`config.mk`:
```
export PLATFORM = sky130hd
export DESIGN_NAME = port9_pin_function_control
export DESIGN_NICKNAME = d
export VERILOG_FILES = /design/src/hw/port9_pkg.sv /design/src/hw/port9_half_reg.sv /design/src/hw/port9_pin_function_control.sv
export SDC_FILE = /design/constraint.sdc
export NUM_CORES = 1
export LEC_CHECK = 0
export BUFFER_PORTS_ARGS = -buffer_cell sky130_fd_sc_hd__clkbuf_2
export CAP_MARGIN = 20
export CORE_MARGIN = 10
export CORE_UTILIZATION = 41
export DETAILED_ROUTE_END_ITERATION = 7
export PLACE_DENSITY_LB_ADDON = 0.12
export SETUP_SLACK_MARGIN = 0.2
export SLEW_MARGIN = 20
export SYNTH_ARGS = -nofsm -noshare
export SYNTH_HDL_FRONTEND = slang
export SYNTH_SLANG_ARGS = --single-unit
```
`constraint.sdc`:
```
create_clock -name I_CLK_SYS -period 2.1 [get_ports I_CLK_SYS]
set_input_delay 0.42 -clock I_CLK_SYS [delete_from_list [all_inputs] [get_ports I_CLK_SYS]]
set_output_delay 0.42 -clock I_CLK_SYS [all_outputs]
set_load 0.01 [all_outputs]
```
`src/hw/port9_pkg.sv`:
```
package port9_pkg;

    // Register word indices; the APB byte address is four times each index
    localparam logic [29:0] PU_IDX = 30'h0ffffc52;
    localparam logic [29:0] PU_HIGH_IDX = 30'h0ffffc53;
    localparam logic [29:0] OD_HIGH_IDX = 30'h0ffffc73;
    localparam logic [29:0] FS_IDX = 30'h3ffff472;
    localparam logic [29:0] FS_HIGH_IDX = 30'h3ffff473;

    // Implemented port bits and reset values
    localparam logic [15:0] PORT_MASK = 16'he3c3;
    localparam logic [15:0] OD_MASK = 16'h0003;
    localparam logic [15:0] PU_RESET = 16'h0000;
    localparam logic [15:0] OD_RESET = 16'h0000;
    localparam logic [15:0] FS_RESET = 16'h0000;

    // Open-drain register bit for each of pins 8 and 9
    localparam int OD_BIT_PIN8 = 0;
    localparam int OD_BIT_PIN9 = 1;

    // Pin positions of the alternate functions
    localparam int PIN_UART_TX = 0;
    localparam int PIN_UART_RX = 1;
    localparam int PIN_TIMER = 6;
    localparam int PIN_SER_IN = 7;
    localparam int PIN_SER_OUT = 8;
    localparam int PIN_SER_CLK = 9;
    localparam int PIN_INT_FOUR = 13;
    localparam int PIN_INT_FIVE = 14;
    localparam int PIN_INT_SIX = 15;

    // Bus answer timing
    localparam int APB_WAIT_CYCLES = 1;

    typedef enum logic [1:0] {
        BUS_IDLE = 2'b01,
        BUS_ANSWER = 2'b10
    } bus_state_e;

endpackage : port9_pkg

```
`src/hw/port9_half_reg.sv`:
```
`timescale 1ns/10ps
module port9_half_reg #(
    parameter logic [15:0] IMPL_MASK = 16'hffff,
    parameter logic [15:0] RESET_VAL = 16'h0000
) (
    // Clock and reset
    input wire logic i_clk,
    input wire logic i_reset_n,
    // Byte-lane write
    input wire logic i_wr_lo,
    input wire logic i_wr_hi,
    input wire logic [7:0] i_data_lo,
    input wire logic [7:0] i_data_hi,
    // Stored value
    output logic [15:0] o_value
);

    logic [15:0] value_reg;
    logic [15:0] value_next;

    always_comb begin
        value_next = value_reg;
        if (i_wr_lo) begin
            value_next[7:0] = i_data_lo;
        end
        if (i_wr_hi) begin
            value_next[15:8] = i_data_hi;
        end
        // Unimplemented positions never store a one
        value_next = value_next & IMPL_MASK;
    end

    always_ff @(posedge i_clk or negedge i_reset_n) begin
        if (!i_reset_n) begin
            value_reg <= RESET_VAL;
        end else begin
            value_reg <= value_next;
        end
    end

    assign o_value = value_reg;

endmodule : port9_half_reg

```
`src/hw/port9_pin_function_control.sv`:
```
// Function
// - Pins 8, 9: push-pull or open-drain
// - Mode set with select zero: undefined
// - Select routes serial clock, data, timer
// - Select routes interrupts and uart pins
// - Upper byte view of select bits
// - Select register: 16, 8, 1-bit access (here 16- and 8-bit access through PSTRB only, no bit access)
// - Pull-up bit connects on-chip resistor
// - Pull-up register: word and byte views
// - Pull-up register resets to zero
// - Open-drain register resets to zero
// - Mode bit: port or alternate function
// - Output latch drives pin in output mode
//
// Chosen here: register access over APB.
`timescale 1ns/10ps
module port9_pin_function_control #(
    parameter int PORT_W = 16
) (
    // Clock and reset
    input wire logic I_CLK_SYS,
    input wire logic I_RESET_N,
    // APB slave
    input wire logic [31:0] I_PADDR,
    input wire logic I_PSEL,
    input wire logic I_PENABLE,
    input wire logic I_PWRITE,
    input wire logic [31:0] I_PWDATA,
    input wire logic [3:0] I_PSTRB,
    output logic [31:0] O_PRDATA,
    output logic O_PREADY,
    output logic O_PSLVERR,
    // Neighbouring port registers
    input wire logic [PORT_W-1:0] I_OUTPUT_LATCH,
    input wire logic [PORT_W-1:0] I_PORT_INPUT_MODE,
    input wire logic [PORT_W-1:0] I_MODE_CONTROL,
    // Pads
    input wire logic [PORT_W-1:0] I_PIN_IN,
    output logic [PORT_W-1:0] O_PIN_OUT,
    output logic [PORT_W-1:0] O_PIN_OE,
    output logic [PORT_W-1:0] O_PULLUP_EN,
    // Peripheral outputs toward the pins
    input wire logic I_UART_TRANSMIT_OUT,
    input wire logic I_TIMER_OUTPUT,
    input wire logic I_SERIAL_DATA_OUT,
    input wire logic I_SERIAL_CLOCK_OUT,
    input wire logic I_SERIAL_CLOCK_OE,
    // Pin inputs toward the peripherals
    output logic O_UART_RECEIVE_IN,
    output logic O_SERIAL_DATA_IN,
    output logic O_SERIAL_CLOCK_IN,
    output logic O_EXT_INTERRUPT_FOUR,
    output logic O_EXT_INTERRUPT_FIVE,
    output logic O_EXT_INTERRUPT_SIX
);

    ////////////////////////////////////////////////////////////////////////
    // Helpers

    // Places a halfword or its upper byte in the low bits of a read word
    function automatic logic [31:0] read_view(input logic [15:0] v,
                                              input logic upper);
        logic [31:0] r;
        r = 32'h00000000;
        if (upper) begin
            r[7:0] = v[15:8];
        end else begin
            r[15:0] = v;
        end
        return r;
    endfunction : read_view

    ////////////////////////////////////////////////////////////////////////
    // Address decode

    logic [29:0] word_idx;
    logic hit_pu;
    logic hit_pu_hi;
    logic hit_od;
    logic hit_fs;
    logic hit_fs_hi;
    logic hit_any;

    assign word_idx = I_PADDR[31:2];
    assign hit_pu = word_idx == port9_pkg::PU_IDX;
    assign hit_pu_hi = word_idx == port9_pkg::PU_HIGH_IDX;
    assign hit_od = word_idx == port9_pkg::OD_HIGH_IDX;
    assign hit_fs = word_idx == port9_pkg::FS_IDX;
    assign hit_fs_hi = word_idx == port9_pkg::FS_HIGH_IDX;
    assign hit_any = hit_pu | hit_pu_hi | hit_od | hit_fs | hit_fs_hi;

    ////////////////////////////////////////////////////////////////////////
    // Bus handshake: one wait state, then a registered answer

    port9_pkg::bus_state_e state_reg;
    port9_pkg::bus_state_e state_next;
    logic [31:0] prdata_reg;
    logic [31:0] prdata_next;
    logic pready_reg;
    logic pready_next;
    logic pslverr_reg;
    logic pslverr_next;
    logic wr_fire;

    logic [15:0] pu_val;
    logic [15:0] od_val;
    logic [15:0] fs_val;

    // A write lands at the edge where the master samples ready high
    assign wr_fire = (state_reg == port9_pkg::BUS_ANSWER) & I_PSEL &
                     I_PENABLE & I_PWRITE & hit_any;

    always_comb begin
        state_next = state_reg;
        prdata_next = 32'h00000000;
        pready_next = 1'b0;
        pslverr_next = 1'b0;
        unique case (state_reg)
            port9_pkg::BUS_IDLE: begin
                if (I_PSEL && I_PENABLE) begin
                    state_next = port9_pkg::BUS_ANSWER;
                    pready_next = 1'b1;
                    pslverr_next = ~hit_any;
                    if (!I_PWRITE) begin
                        // Lower byte views share the word address
                        if (hit_pu) begin
                            prdata_next = read_view(pu_val, 1'b0);
                        end else if (hit_pu_hi) begin
                            prdata_next = read_view(pu_val, 1'b1);
                        end else if (hit_od) begin
                            prdata_next = read_view(od_val, 1'b0);
                        end else if (hit_fs) begin
                            prdata_next = read_view(fs_val, 1'b0);
                        end else if (hit_fs_hi) begin
                            prdata_next = read_view(fs_val, 1'b1);
                        end
                    end
                end
            end
            port9_pkg::BUS_ANSWER: begin
                state_next = port9_pkg::BUS_IDLE;
            end
        endcase
    end

    always_ff @(posedge I_CLK_SYS or negedge I_RESET_N) begin
        if (!I_RESET_N) begin
            state_reg <= port9_pkg::BUS_IDLE;
            prdata_reg <= 32'h00000000;
            pready_reg <= 1'b0;
            pslverr_reg <= 1'b0;
        end else begin
            state_reg <= state_next;
            prdata_reg <= prdata_next;
            pready_reg <= pready_next;
            pslverr_reg <= pslverr_next;
        end
    end

    assign O_PRDATA = prdata_reg;
    assign O_PREADY = pready_reg;
    assign O_PSLVERR = pslverr_reg;

    ////////////////////////////////////////////////////////////////////////
    // Register file

    logic pu_wr_lo;
    logic pu_wr_hi;
    logic fs_wr_lo;
    logic fs_wr_hi;
    logic od_wr;
    logic [7:0] pu_data_hi;
    logic [7:0] fs_data_hi;

    // Upper byte views carry bits 8 to 15 in lane 0
    assign pu_wr_lo = wr_fire & hit_pu & I_PSTRB[0];
    assign pu_wr_hi = wr_fire & ((hit_pu & I_PSTRB[1]) |
                                 (hit_pu_hi & I_PSTRB[0]));
    assign pu_data_hi = hit_pu_hi ? I_PWDATA[7:0] : I_PWDATA[15:8];
    assign fs_wr_lo = wr_fire & hit_fs & I_PSTRB[0];
    assign fs_wr_hi = wr_fire & ((hit_fs & I_PSTRB[1]) |
                                 (hit_fs_hi & I_PSTRB[0]));
    assign fs_data_hi = hit_fs_hi ? I_PWDATA[7:0] : I_PWDATA[15:8];
    assign od_wr = wr_fire & hit_od & I_PSTRB[0];

    port9_half_reg #(
        .IMPL_MASK(port9_pkg::PORT_MASK),
        .RESET_VAL(port9_pkg::PU_RESET)
    ) u_pullup_enable (
        .i_clk(I_CLK_SYS),
        .i_reset_n(I_RESET_N),
        .i_wr_lo(pu_wr_lo),
        .i_wr_hi(pu_wr_hi),
        .i_data_lo(I_PWDATA[7:0]),
        .i_data_hi(pu_data_hi),
        .o_value(pu_val)
    );

    port9_half_reg #(
        .IMPL_MASK(port9_pkg::OD_MASK),
        .RESET_VAL(port9_pkg::OD_RESET)
    ) u_open_drain_select_high (
        .i_clk(I_CLK_SYS),
        .i_reset_n(I_RESET_N),
        .i_wr_lo(od_wr),
        .i_wr_hi(1'b0),
        .i_data_lo(I_PWDATA[7:0]),
        .i_data_hi(8'h00),
        .o_value(od_val)
    );

    port9_half_reg #(
        .IMPL_MASK(port9_pkg::PORT_MASK),
        .RESET_VAL(port9_pkg::FS_RESET)
    ) u_alt_function_select (
        .i_clk(I_CLK_SYS),
        .i_reset_n(I_RESET_N),
        .i_wr_lo(fs_wr_lo),
        .i_wr_hi(fs_wr_hi),
        .i_data_lo(I_PWDATA[7:0]),
        .i_data_hi(fs_data_hi),
        .o_value(fs_val)
    );

    ////////////////////////////////////////////////////////////////////////
    // Pin multiplexer

    logic [PORT_W-1:0] alt_sel;
    logic [PORT_W-1:0] pin_out_next;
    logic [PORT_W-1:0] pin_oe_next;
    logic [PORT_W-1:0] pin_out_reg;
    logic [PORT_W-1:0] pin_oe_reg;
    logic [PORT_W-1:0] pullup_reg;
    logic [PORT_W-1:0] pullup_next;
    logic [5:0] periph_in_next;
    logic [5:0] periph_in_reg;
    logic [PORT_W-1:0] alt_drive;
    logic [PORT_W-1:0] alt_data;
    logic [1:0] od_sel;

    assign alt_sel = I_MODE_CONTROL & fs_val[PORT_W-1:0];
    assign od_sel = od_val[1:0];

    always_comb begin
        alt_drive = '0;
        alt_data = '0;
        alt_drive[port9_pkg::PIN_UART_TX] = 1'b1;
        alt_data[port9_pkg::PIN_UART_TX] = I_UART_TRANSMIT_OUT;
        alt_drive[port9_pkg::PIN_TIMER] = 1'b1;
        alt_data[port9_pkg::PIN_TIMER] = I_TIMER_OUTPUT;
        alt_drive[port9_pkg::PIN_SER_OUT] = 1'b1;
        alt_data[port9_pkg::PIN_SER_OUT] = I_SERIAL_DATA_OUT;
        alt_drive[port9_pkg::PIN_SER_CLK] = I_SERIAL_CLOCK_OE;
        alt_data[port9_pkg::PIN_SER_CLK] = I_SERIAL_CLOCK_OUT;
    end

    always_comb begin
        pin_out_next = '0;
        pin_oe_next = '0;
        for (int n = 0; n < PORT_W; n++) begin
            if (!I_MODE_CONTROL[n]) begin
                // Port mode: the latch drives while output mode is set
                pin_out_next[n] = I_OUTPUT_LATCH[n];
                pin_oe_next[n] = ~I_PORT_INPUT_MODE[n];
            end else if (alt_sel[n]) begin
                pin_out_next[n] = alt_data[n];
                pin_oe_next[n] = alt_drive[n];
            end else begin
                // Undefined output: released rather than guessed
                pin_out_next[n] = 1'b0;
                pin_oe_next[n] = 1'b0;
            end
        end
        // Open drain only sinks; a high level is left to the pull-up
        if (od_sel[port9_pkg::OD_BIT_PIN8]) begin
            pin_oe_next[port9_pkg::PIN_SER_OUT] =
                pin_oe_next[port9_pkg::PIN_SER_OUT] &
                ~pin_out_next[port9_pkg::PIN_SER_OUT];
            pin_out_next[port9_pkg::PIN_SER_OUT] = 1'b0;
        end
        if (od_sel[port9_pkg::OD_BIT_PIN9]) begin
            pin_oe_next[port9_pkg::PIN_SER_CLK] =
                pin_oe_next[port9_pkg::PIN_SER_CLK] &
                ~pin_out_next[port9_pkg::PIN_SER_CLK];
            pin_out_next[port9_pkg::PIN_SER_CLK] = 1'b0;
        end
        pin_out_next = pin_out_next & port9_pkg::PORT_MASK;
        pin_oe_next = pin_oe_next & port9_pkg::PORT_MASK;
    end

    always_comb begin
        pullup_next = pu_val[PORT_W-1:0] & port9_pkg::PORT_MASK;
        // Unselected inputs rest at their idle level
        periph_in_next[0] = alt_sel[port9_pkg::PIN_UART_RX] ?
                            I_PIN_IN[port9_pkg::PIN_UART_RX] : 1'b1;
        periph_in_next[1] = alt_sel[port9_pkg::PIN_SER_IN] &
                            I_PIN_IN[port9_pkg::PIN_SER_IN];
        periph_in_next[2] = alt_sel[port9_pkg::PIN_SER_CLK] &
                            I_PIN_IN[port9_pkg::PIN_SER_CLK];
        periph_in_next[3] = alt_sel[port9_pkg::PIN_INT_FOUR] &
                            I_PIN_IN[port9_pkg::PIN_INT_FOUR];
        periph_in_next[4] = alt_sel[port9_pkg::PIN_INT_FIVE] &
                            I_PIN_IN[port9_pkg::PIN_INT_FIVE];
        periph_in_next[5] = alt_sel[port9_pkg::PIN_INT_SIX] &
                            I_PIN_IN[port9_pkg::PIN_INT_SIX];
    end

    always_ff @(posedge I_CLK_SYS or negedge I_RESET_N) begin
        if (!I_RESET_N) begin
            pin_out_reg <= '0;
            pin_oe_reg <= '0;
            pullup_reg <= '0;
            periph_in_reg <= 6'h01;
        end else begin
            pin_out_reg <= pin_out_next;
            pin_oe_reg <= pin_oe_next;
            pullup_reg <= pullup_next;
            periph_in_reg <= periph_in_next;
        end
    end

    assign O_PIN_OUT = pin_out_reg;
    assign O_PIN_OE = pin_oe_reg;
    assign O_PULLUP_EN = pullup_reg;
    assign O_UART_RECEIVE_IN = periph_in_reg[0];
    assign O_SERIAL_DATA_IN = periph_in_reg[1];
    assign O_SERIAL_CLOCK_IN = periph_in_reg[2];
    assign O_EXT_INTERRUPT_FOUR = periph_in_reg[3];
    assign O_EXT_INTERRUPT_FIVE = periph_in_reg[4];
    assign O_EXT_INTERRUPT_SIX = periph_in_reg[5];

endmodule : port9_pin_function_control

```
==> results.md, run 1 <==
* Slew Viols, Final at 0
* Die area at 11,600 um^2
* Die X at 108 um
* Max_slew headroom at 67.2%
* Adder-cell area share of the yosys netlist at 0%
* Number of max-cap violations at 0
* Area grow syn2layout at 28.7%
* Critical Path Sink Type: flip-flop
* Worst Max-Slew Pin Slew at 0.479 ns
* Mapped Cells at 273
* # fillers at 714
* Ys Warns at 0
* Worst path required time at 2.28 ns
* IO Pins at 230
* Tmin final at 1.71 ns
* Clk buf depth at 2
* Fraction of layout cells with a size suffix above 1 at 44.8%
* Highest fanout seen on the critical path at 4
* Post-synth top area cell: dfrtp_1
* Tcrit/Tclk final at 81.6%
* Initial Util at 42.7%
* Critical Path Source Type: flip-flop
* Status: completed
* Max Freq at 0.583 GHz
* Cell Rows at 31
* HPWL Detailed at 7.02 mm
* Routed vias/inst at 4.77
* First-pass detailed-route iteration total at 4
* Mean routed wirelength per cell at 16.3 um
* RSZ-0062 raised after global routing: false
* Cell Count, Final, Fillers Out at 528
* Top cells by area, synth: dfrtp_1, buf_4, mux2_2, nand4_1, nor4b_4
* Synth cell types at 39
* DR iter-0 viols at 123
* Initial antenna violation count at 0
* TritonCTS clock tree: yes
* ANT nets after route at 0
* Final Setup Violations at 0
* Nets@finish at 568
* Asr flop ratio synth at 100%
* GPL Wtd Cong at 0.792
* Top cell type's share of synthesized area at 51.6%
* Sw Ratio at 25.3%
* Sequential Power Share at 52.2%
* Via Count at 2,516
* Crit path DAT at 1.90 ns
* Clock slew at reported path FFs at 0.07 ns
* Mapped Area at 3150 um^2
* Final hold violations at 0
* Pwr Density at 643 nW/um^2
* Mean post-synth cell area at 11.5 um^2
* # DRC at 0
* Compound-Gate Fraction of Synth Area at 6.12%
* XOR/XNOR Fraction of Synth Area at 0%
* Top post-synthesis cells by count: dfrtp_1, buf_4, mux2_2
* Clock Skew at 0.00558 ns
* Worst setup path start: state_reg[0]
* Register area share after synthesis at 53.3%
* Top FF cell, synth: dfrtp_1
* HP Class: primary input to asynchronous set/reset pin
* Clock tree root driver cell: clkbuf_8
* Flops & latches, synth at 67
* # clock sinks at 67
* Int Power at 0.00195 W
* # placed instances at 514
* Largest net degree at the start of global routing at 68
* Worst reg2reg startpoint: state_reg[0]
* Max reg flops at 10
* Clock Power Share at 35.8%
* Total core area at 7370 um^2
* Routed WL at 8.62 mm
* Number of global-route vias before repair at 2,759
* Pleak at 2.19 nW
* Setup Buffers After CTS at 0
* # diodes at 0
* Logic pwr share at 12.0%
* Post-synth EDFFs at 0
* Psw at 0.000659 W
* Worst vdd ir at 421 uV
* Setup_tns at 0 ns
* Gr ovfl total at 0
* Cell with the most instances after synthesis: dfrtp_1
* Global-route wire length before repair at 13.6 mm
* H-tree levels at 3
* Largest family of logic cells by synthesized area: simple AND/OR/NAND/NOR gates
* CTS buffer count at 9
* Hold Buf Count CTS at 0
* Simple-gate share of the synthesized area at 17.8%
* Clock Latency Late Sink at 0.35 ns
* Overall global routing resource usage at 14.8%
* Post-cts sizing count at 0
* Die Span Y at 108 um
* Mux cell area share after synthesis at 10.5%
* WS Path Type: flip-flop to flip-flop
* # port buffers at 129
==> kinds of logic after synthesis <==
family / count (synthesis)
AO/OA/AOI/OAI: 29
buffers and inverters: 58
AND/OR/NAND/NOR: 88
flip-flops: 67
other: 1
multiplexers: 30
==> layout by cell type, fill, tap and decap left out, types with 2 or more instances in the layout <==
cell | netlist | final
a21oi_1 | 8 | 8
mux2_2 | 25 | 24
buf_4 | 43 | 17
clkbuf_8 | 0 | 11
nor2b_1 | 6 | 6
nand4_1 | 12 | 12
and3_1 | 5 | 5
nor4b_4 | 3 | 3
nand4b_1 | 3 | 3
conb_1 | 1 | 43
nor3b_1 | 3 | 3
mux2i_1 | 5 | 5
nand3_1 | 10 | 10
a22oi_1 | 7 | 7
a32oi_1 | 2 | 2
o311a_1 | 2 | 2
nor2_1 | 17 | 17
clkbuf_2 | 0 | 128
nor3_1 | 8 | 8
nor4_1 | 2 | 2
inv_1 | 11 | 11
dfstp_2 | 2 | 2
nand2_1 | 7 | 7
o21ai_0 | 6 | 6
dfrtp_1 | 65 | 65
nand2b_1 | 3 | 3
==> area by class of cell <==
| cell class | instances | area [um^2] | share of cell area (%) |
|---|---|---|---|
| Sequential cell | 67 | 1680 | 41.4 |
| Inverter | 11 | 41.3 | 1.02 |
| Timing Repair Buffer | 147 | 793 | 19.6 |
| Multi-Input combinational cell | 190 | 1250 | 30.8 |
| Tap cell | 99 | 124 | 3.06 |
| Clock buffer | 12 | 155 | 3.83 |
| Clock inverter | 2 | 12.5 | 0.309 |
==> path summary, 6_finish.rpt <==
kind	to	cells after the start	slack, ns
max	O_PRDATA[1]	4	0.39
min	O_PIN_OE[1]	2	0.07
max reg2reg	O_PRDATA[1]	4	0.39
min reg2reg	O_PULLUP_EN[6]	0	0.41
max in group asynchronous	state_reg[0]	2	1.68
min in group I_CLK_SYS	O_PIN_OE[1]	2	0.21
==> worst max-delay path, stage by stage (launching register included) <==
cell and delay [ns]:
dfstp_2 0.55, nand4b_1 0.15, nor2_1 0.25, nand4_1 0.18
a2111oi_0 0.42
==> power by group through the flow <==
stage | sequential [W] | clock [W] | combinational [W]
2_1_floorplan | 0.00139 | 0 | 0.000186
3_3_place_gp | 0.00138 | 0 | 0.000306
3_5_place_dp | 0.00138 | 0 | 0.000312
4_1_cts | 0.00136 | 0.000971 | 0.000313
5_1_grt | 0.00137 | 0.00103 | 0.000355
6_report | 0.00136 | 0.000932 | 0.000312
==> per-layer routing <==
layer	vias up	GRT usage (%)	wire [um]
li1	1200	-	-
met1	1179	17.6	3640
met2	127	22.6	3890
met3	10	7.31	982
met4	0	5.15	100
met5	-	0	0
==> metrics by stage <==
stage | total power (W) | utilization (%) | hold slack [ns] | area (um^2) | setup slack (ns)
3_5_place_dp | 0.00170 | 52.7 | 0.392 | 3890 | 0.0409
5_1_grt | 0.00275 | 55.0 | 0.102 | 4050 | 0.271
4_1_cts | 0.00264 | 55.0 | 0.0970 | 4050 | 0.393
3_3_place_gp | 0.00169 | 52.7 | 0.390 | 3890 | 0.0972
6_report | 0.00260 | 55.0 | 0.0683 | 4050 | 0.386
2_1_floorplan | 0.00158 | - | 0.124 | 3320 | 0.0940
Power figures use the tool's default switching activity.
==> run 2, diff against run 1 <==
--- a/config.mk
+++ b/config.mk
@@ -8,7 +8,7 @@
 export BUFFER_PORTS_ARGS = -buffer_cell sky130_fd_sc_hd__clkbuf_2
 export CAP_MARGIN = 20
 export CORE_MARGIN = 10
-export CORE_UTILIZATION = 41
+export CORE_UTILIZATION = 37
 export DETAILED_ROUTE_END_ITERATION = 7
 export PLACE_DENSITY_LB_ADDON = 0.12
 export SETUP_SLACK_MARGIN = 0.2
==> constraint.sdc (replaced) <==
create_clock -name I_CLK_SYS -period 1.5 [get_ports I_CLK_SYS]
set_input_delay 0.3 -clock I_CLK_SYS [delete_from_list [all_inputs] [get_ports I_CLK_SYS]]
set_output_delay 0.3 -clock I_CLK_SYS [all_outputs]
set_load 0.01 [all_outputs]
==> results.md, run 2 (synthesis gave the netlist of run 1 again) <==
* Status: complete, but fails checks
* Failing checks: negative setup slack
* Overall global routing resource usage at 13.9%
* Area grow syn2layout at 41.9%
* Largest net degree at the start of global routing at 43
* Worst reg2reg startpoint: state_reg[0]
* CP top delay family: simple AND/OR/NAND/NOR gates
* Clock Skew at 0.00753 ns
* GPL Wtd Cong at 0.803
* HPWL Detailed at 7.47 mm
* Routed vias/inst at 4.64
* Final Core Density at 54.1%
* Highest-delay cell along the critical path: dfstp_2
* Tmin final at 1.54 ns
* Number of max-cap violations at 0
* Placed Area at 4050 um^2
* Worst setup path start: state_reg[0]
* Worst Max-Slew Pin Slew at 0.522 ns
* Register Area at 1680 um^2
* Initial antenna violation count at 0
* Die Span Y at 112 um
* Clock Latency Late Sink at 0.34 ns
* Max_slew headroom at 65.2%
* Gr ovfl total at 0
* CP Cell Sequence: nand4b_1, buf_4, nor2_4, nand4_1, buf_6, mux2_4
* Mean routed wirelength per cell at 16.3 um
* Clock tree root driver cell: clkbuf_8
* Cell Rows at 33
* # fillers at 789
* IO Pins at 230
* Initial Util at 38.1%
* # DRC at 0
* Multi-input gate area at 1410 um^2
* # port buffers at 129
* Commonest non-fill, non-tap cell in the layout: clkbuf_2
* Total core area at 8260 um^2
* Number of global-route vias before repair at 2,895
* Pwr Density at 923 nW/um^2
* # diodes at 0
* Slew Viols, Final at 0
* ANT nets after route at 0
* Pleak at 2.41 nW
* Die X at 112 um
* # clock sinks at 67
* Cell Count, Final, Fillers Out at 560
* HP Class: primary input to flip-flop
* Worst stage delay on the critical path at 0.37 ns
* Clock slew at reported path FFs at 0.07 ns
* Global-route wire length before repair at 14.3 mm
* Routed WL at 9.11 mm
* Max reg flops at 10
* Via Count at 2,600
* Post-route cell area at 4470 um^2
* Highest fanout seen on the critical path at 4
* H-tree levels at 3
* Bufs and invs on worst path at 2
* Die area at 12,600 um^2
* RSZ-0062 raised after global routing: true
* Nets@finish at 592
* Crit path DAT at 1.75 ns
* Clk buf depth at 2
* Final Setup Violations at 16
* DR iter-0 viols at 128
* Hold Crit Start: I_PORT_INPUT_MODE[15]
* Tcrit/Tclk final at 102%
* Critical Path Source Type: flip-flop
* First-pass detailed-route iteration total at 4
* Final hold violations at 0
* Setup ws final at -0.0366 ns
* TritonCTS clock tree: yes
* # placed instances at 537
* Worst vdd ir at 371 uV
* Most frequent cells in the layout: clkbuf_2, dfrtp_1, conb_1
* Hold slack at 0.0901 ns
* Max Freq at 0.651 GHz
* Fraction of layout cells with a size suffix above 1 at 51.2%
* Critical Path Sink Type: flip-flop
* Worst path required time at 1.72 ns
* CTS buffer count at 9
* WS Path Type: flip-flop to flip-flop
## run 2: cell type report
class / instances / share of cell area [%]
clock buffers: 12 / 3.47
clock inverters: 4 / 1.62
inverters: 11 / 0.924
multi-input cells: 190 / 31.4
flip-flops and latches: 67 / 37.6
well taps: 105 / 2.94
repair buffers: 171 / 22.0
## run 2: path summary, 6_finish.rpt
check	end	slack [ns]	depth (start not counted)
max	u_pullup_enable.o_value[0]	-0.04	6
min	O_PIN_OE[15]	0.09	2
max reg2reg	u_pullup_enable.o_value[0]	-0.04	6
min reg2reg	O_PULLUP_EN[13]	0.41	0
max in group asynchronous	periph_in_reg[3]	0.55	3
min in group asynchronous	O_PIN_OUT[1]	0.50	3
## run 2: where the power goes
group,total [W],switching (W),internal (W)
combinational,0.000538,0.000296,0.000243
clock,0.00169,0.000665,0.00102
sequential,0.00190,0.0000222,0.00187
## run 2: worst reg2reg max path, delay by kind of cell (launching register included)
family | cells | cell delay [ns]
flops | 1 | 0.37
buf+inv | 2 | 0.37
mux | 1 | 0.29
simple gates | 3 | 0.41
## run 2: timing repair
action / CTS / global route
endpoints found under the hold margin: 23 / 0
endpoints found under the setup margin: 30 / 32
resized for setup: 17 / 18
pin swaps: 11 / 7
setup buffers: 3 / 3
hold buffers: 1 / 0
## run 2: per-layer routing
metal	GRT usage, %	vias to the layer above	routed length, um
met1	16.1	1230	3880
li1	-	1242	-
met5	0	-	0
met2	23.1	115	4390
met4	4.82	0	157
met3	5.54	13	677
## run 2: stage by stage
| stage | setup TNS [ns] | total power (W) | setup slack, ns |
|---|---|---|---|
| final | -0.404 | 0.00413 | -0.0366 |
| after global routing | -1.79 | 0.00433 | -0.100 |
| after CTS | -0.507 | 0.00419 | -0.0548 |
| after detailed placement | -8.09 | 0.00243 | -0.457 |
| after global placement | -7.95 | 0.00242 | -0.479 |
| after floorplan | -5.07 | 0.00222 | -0.372 |
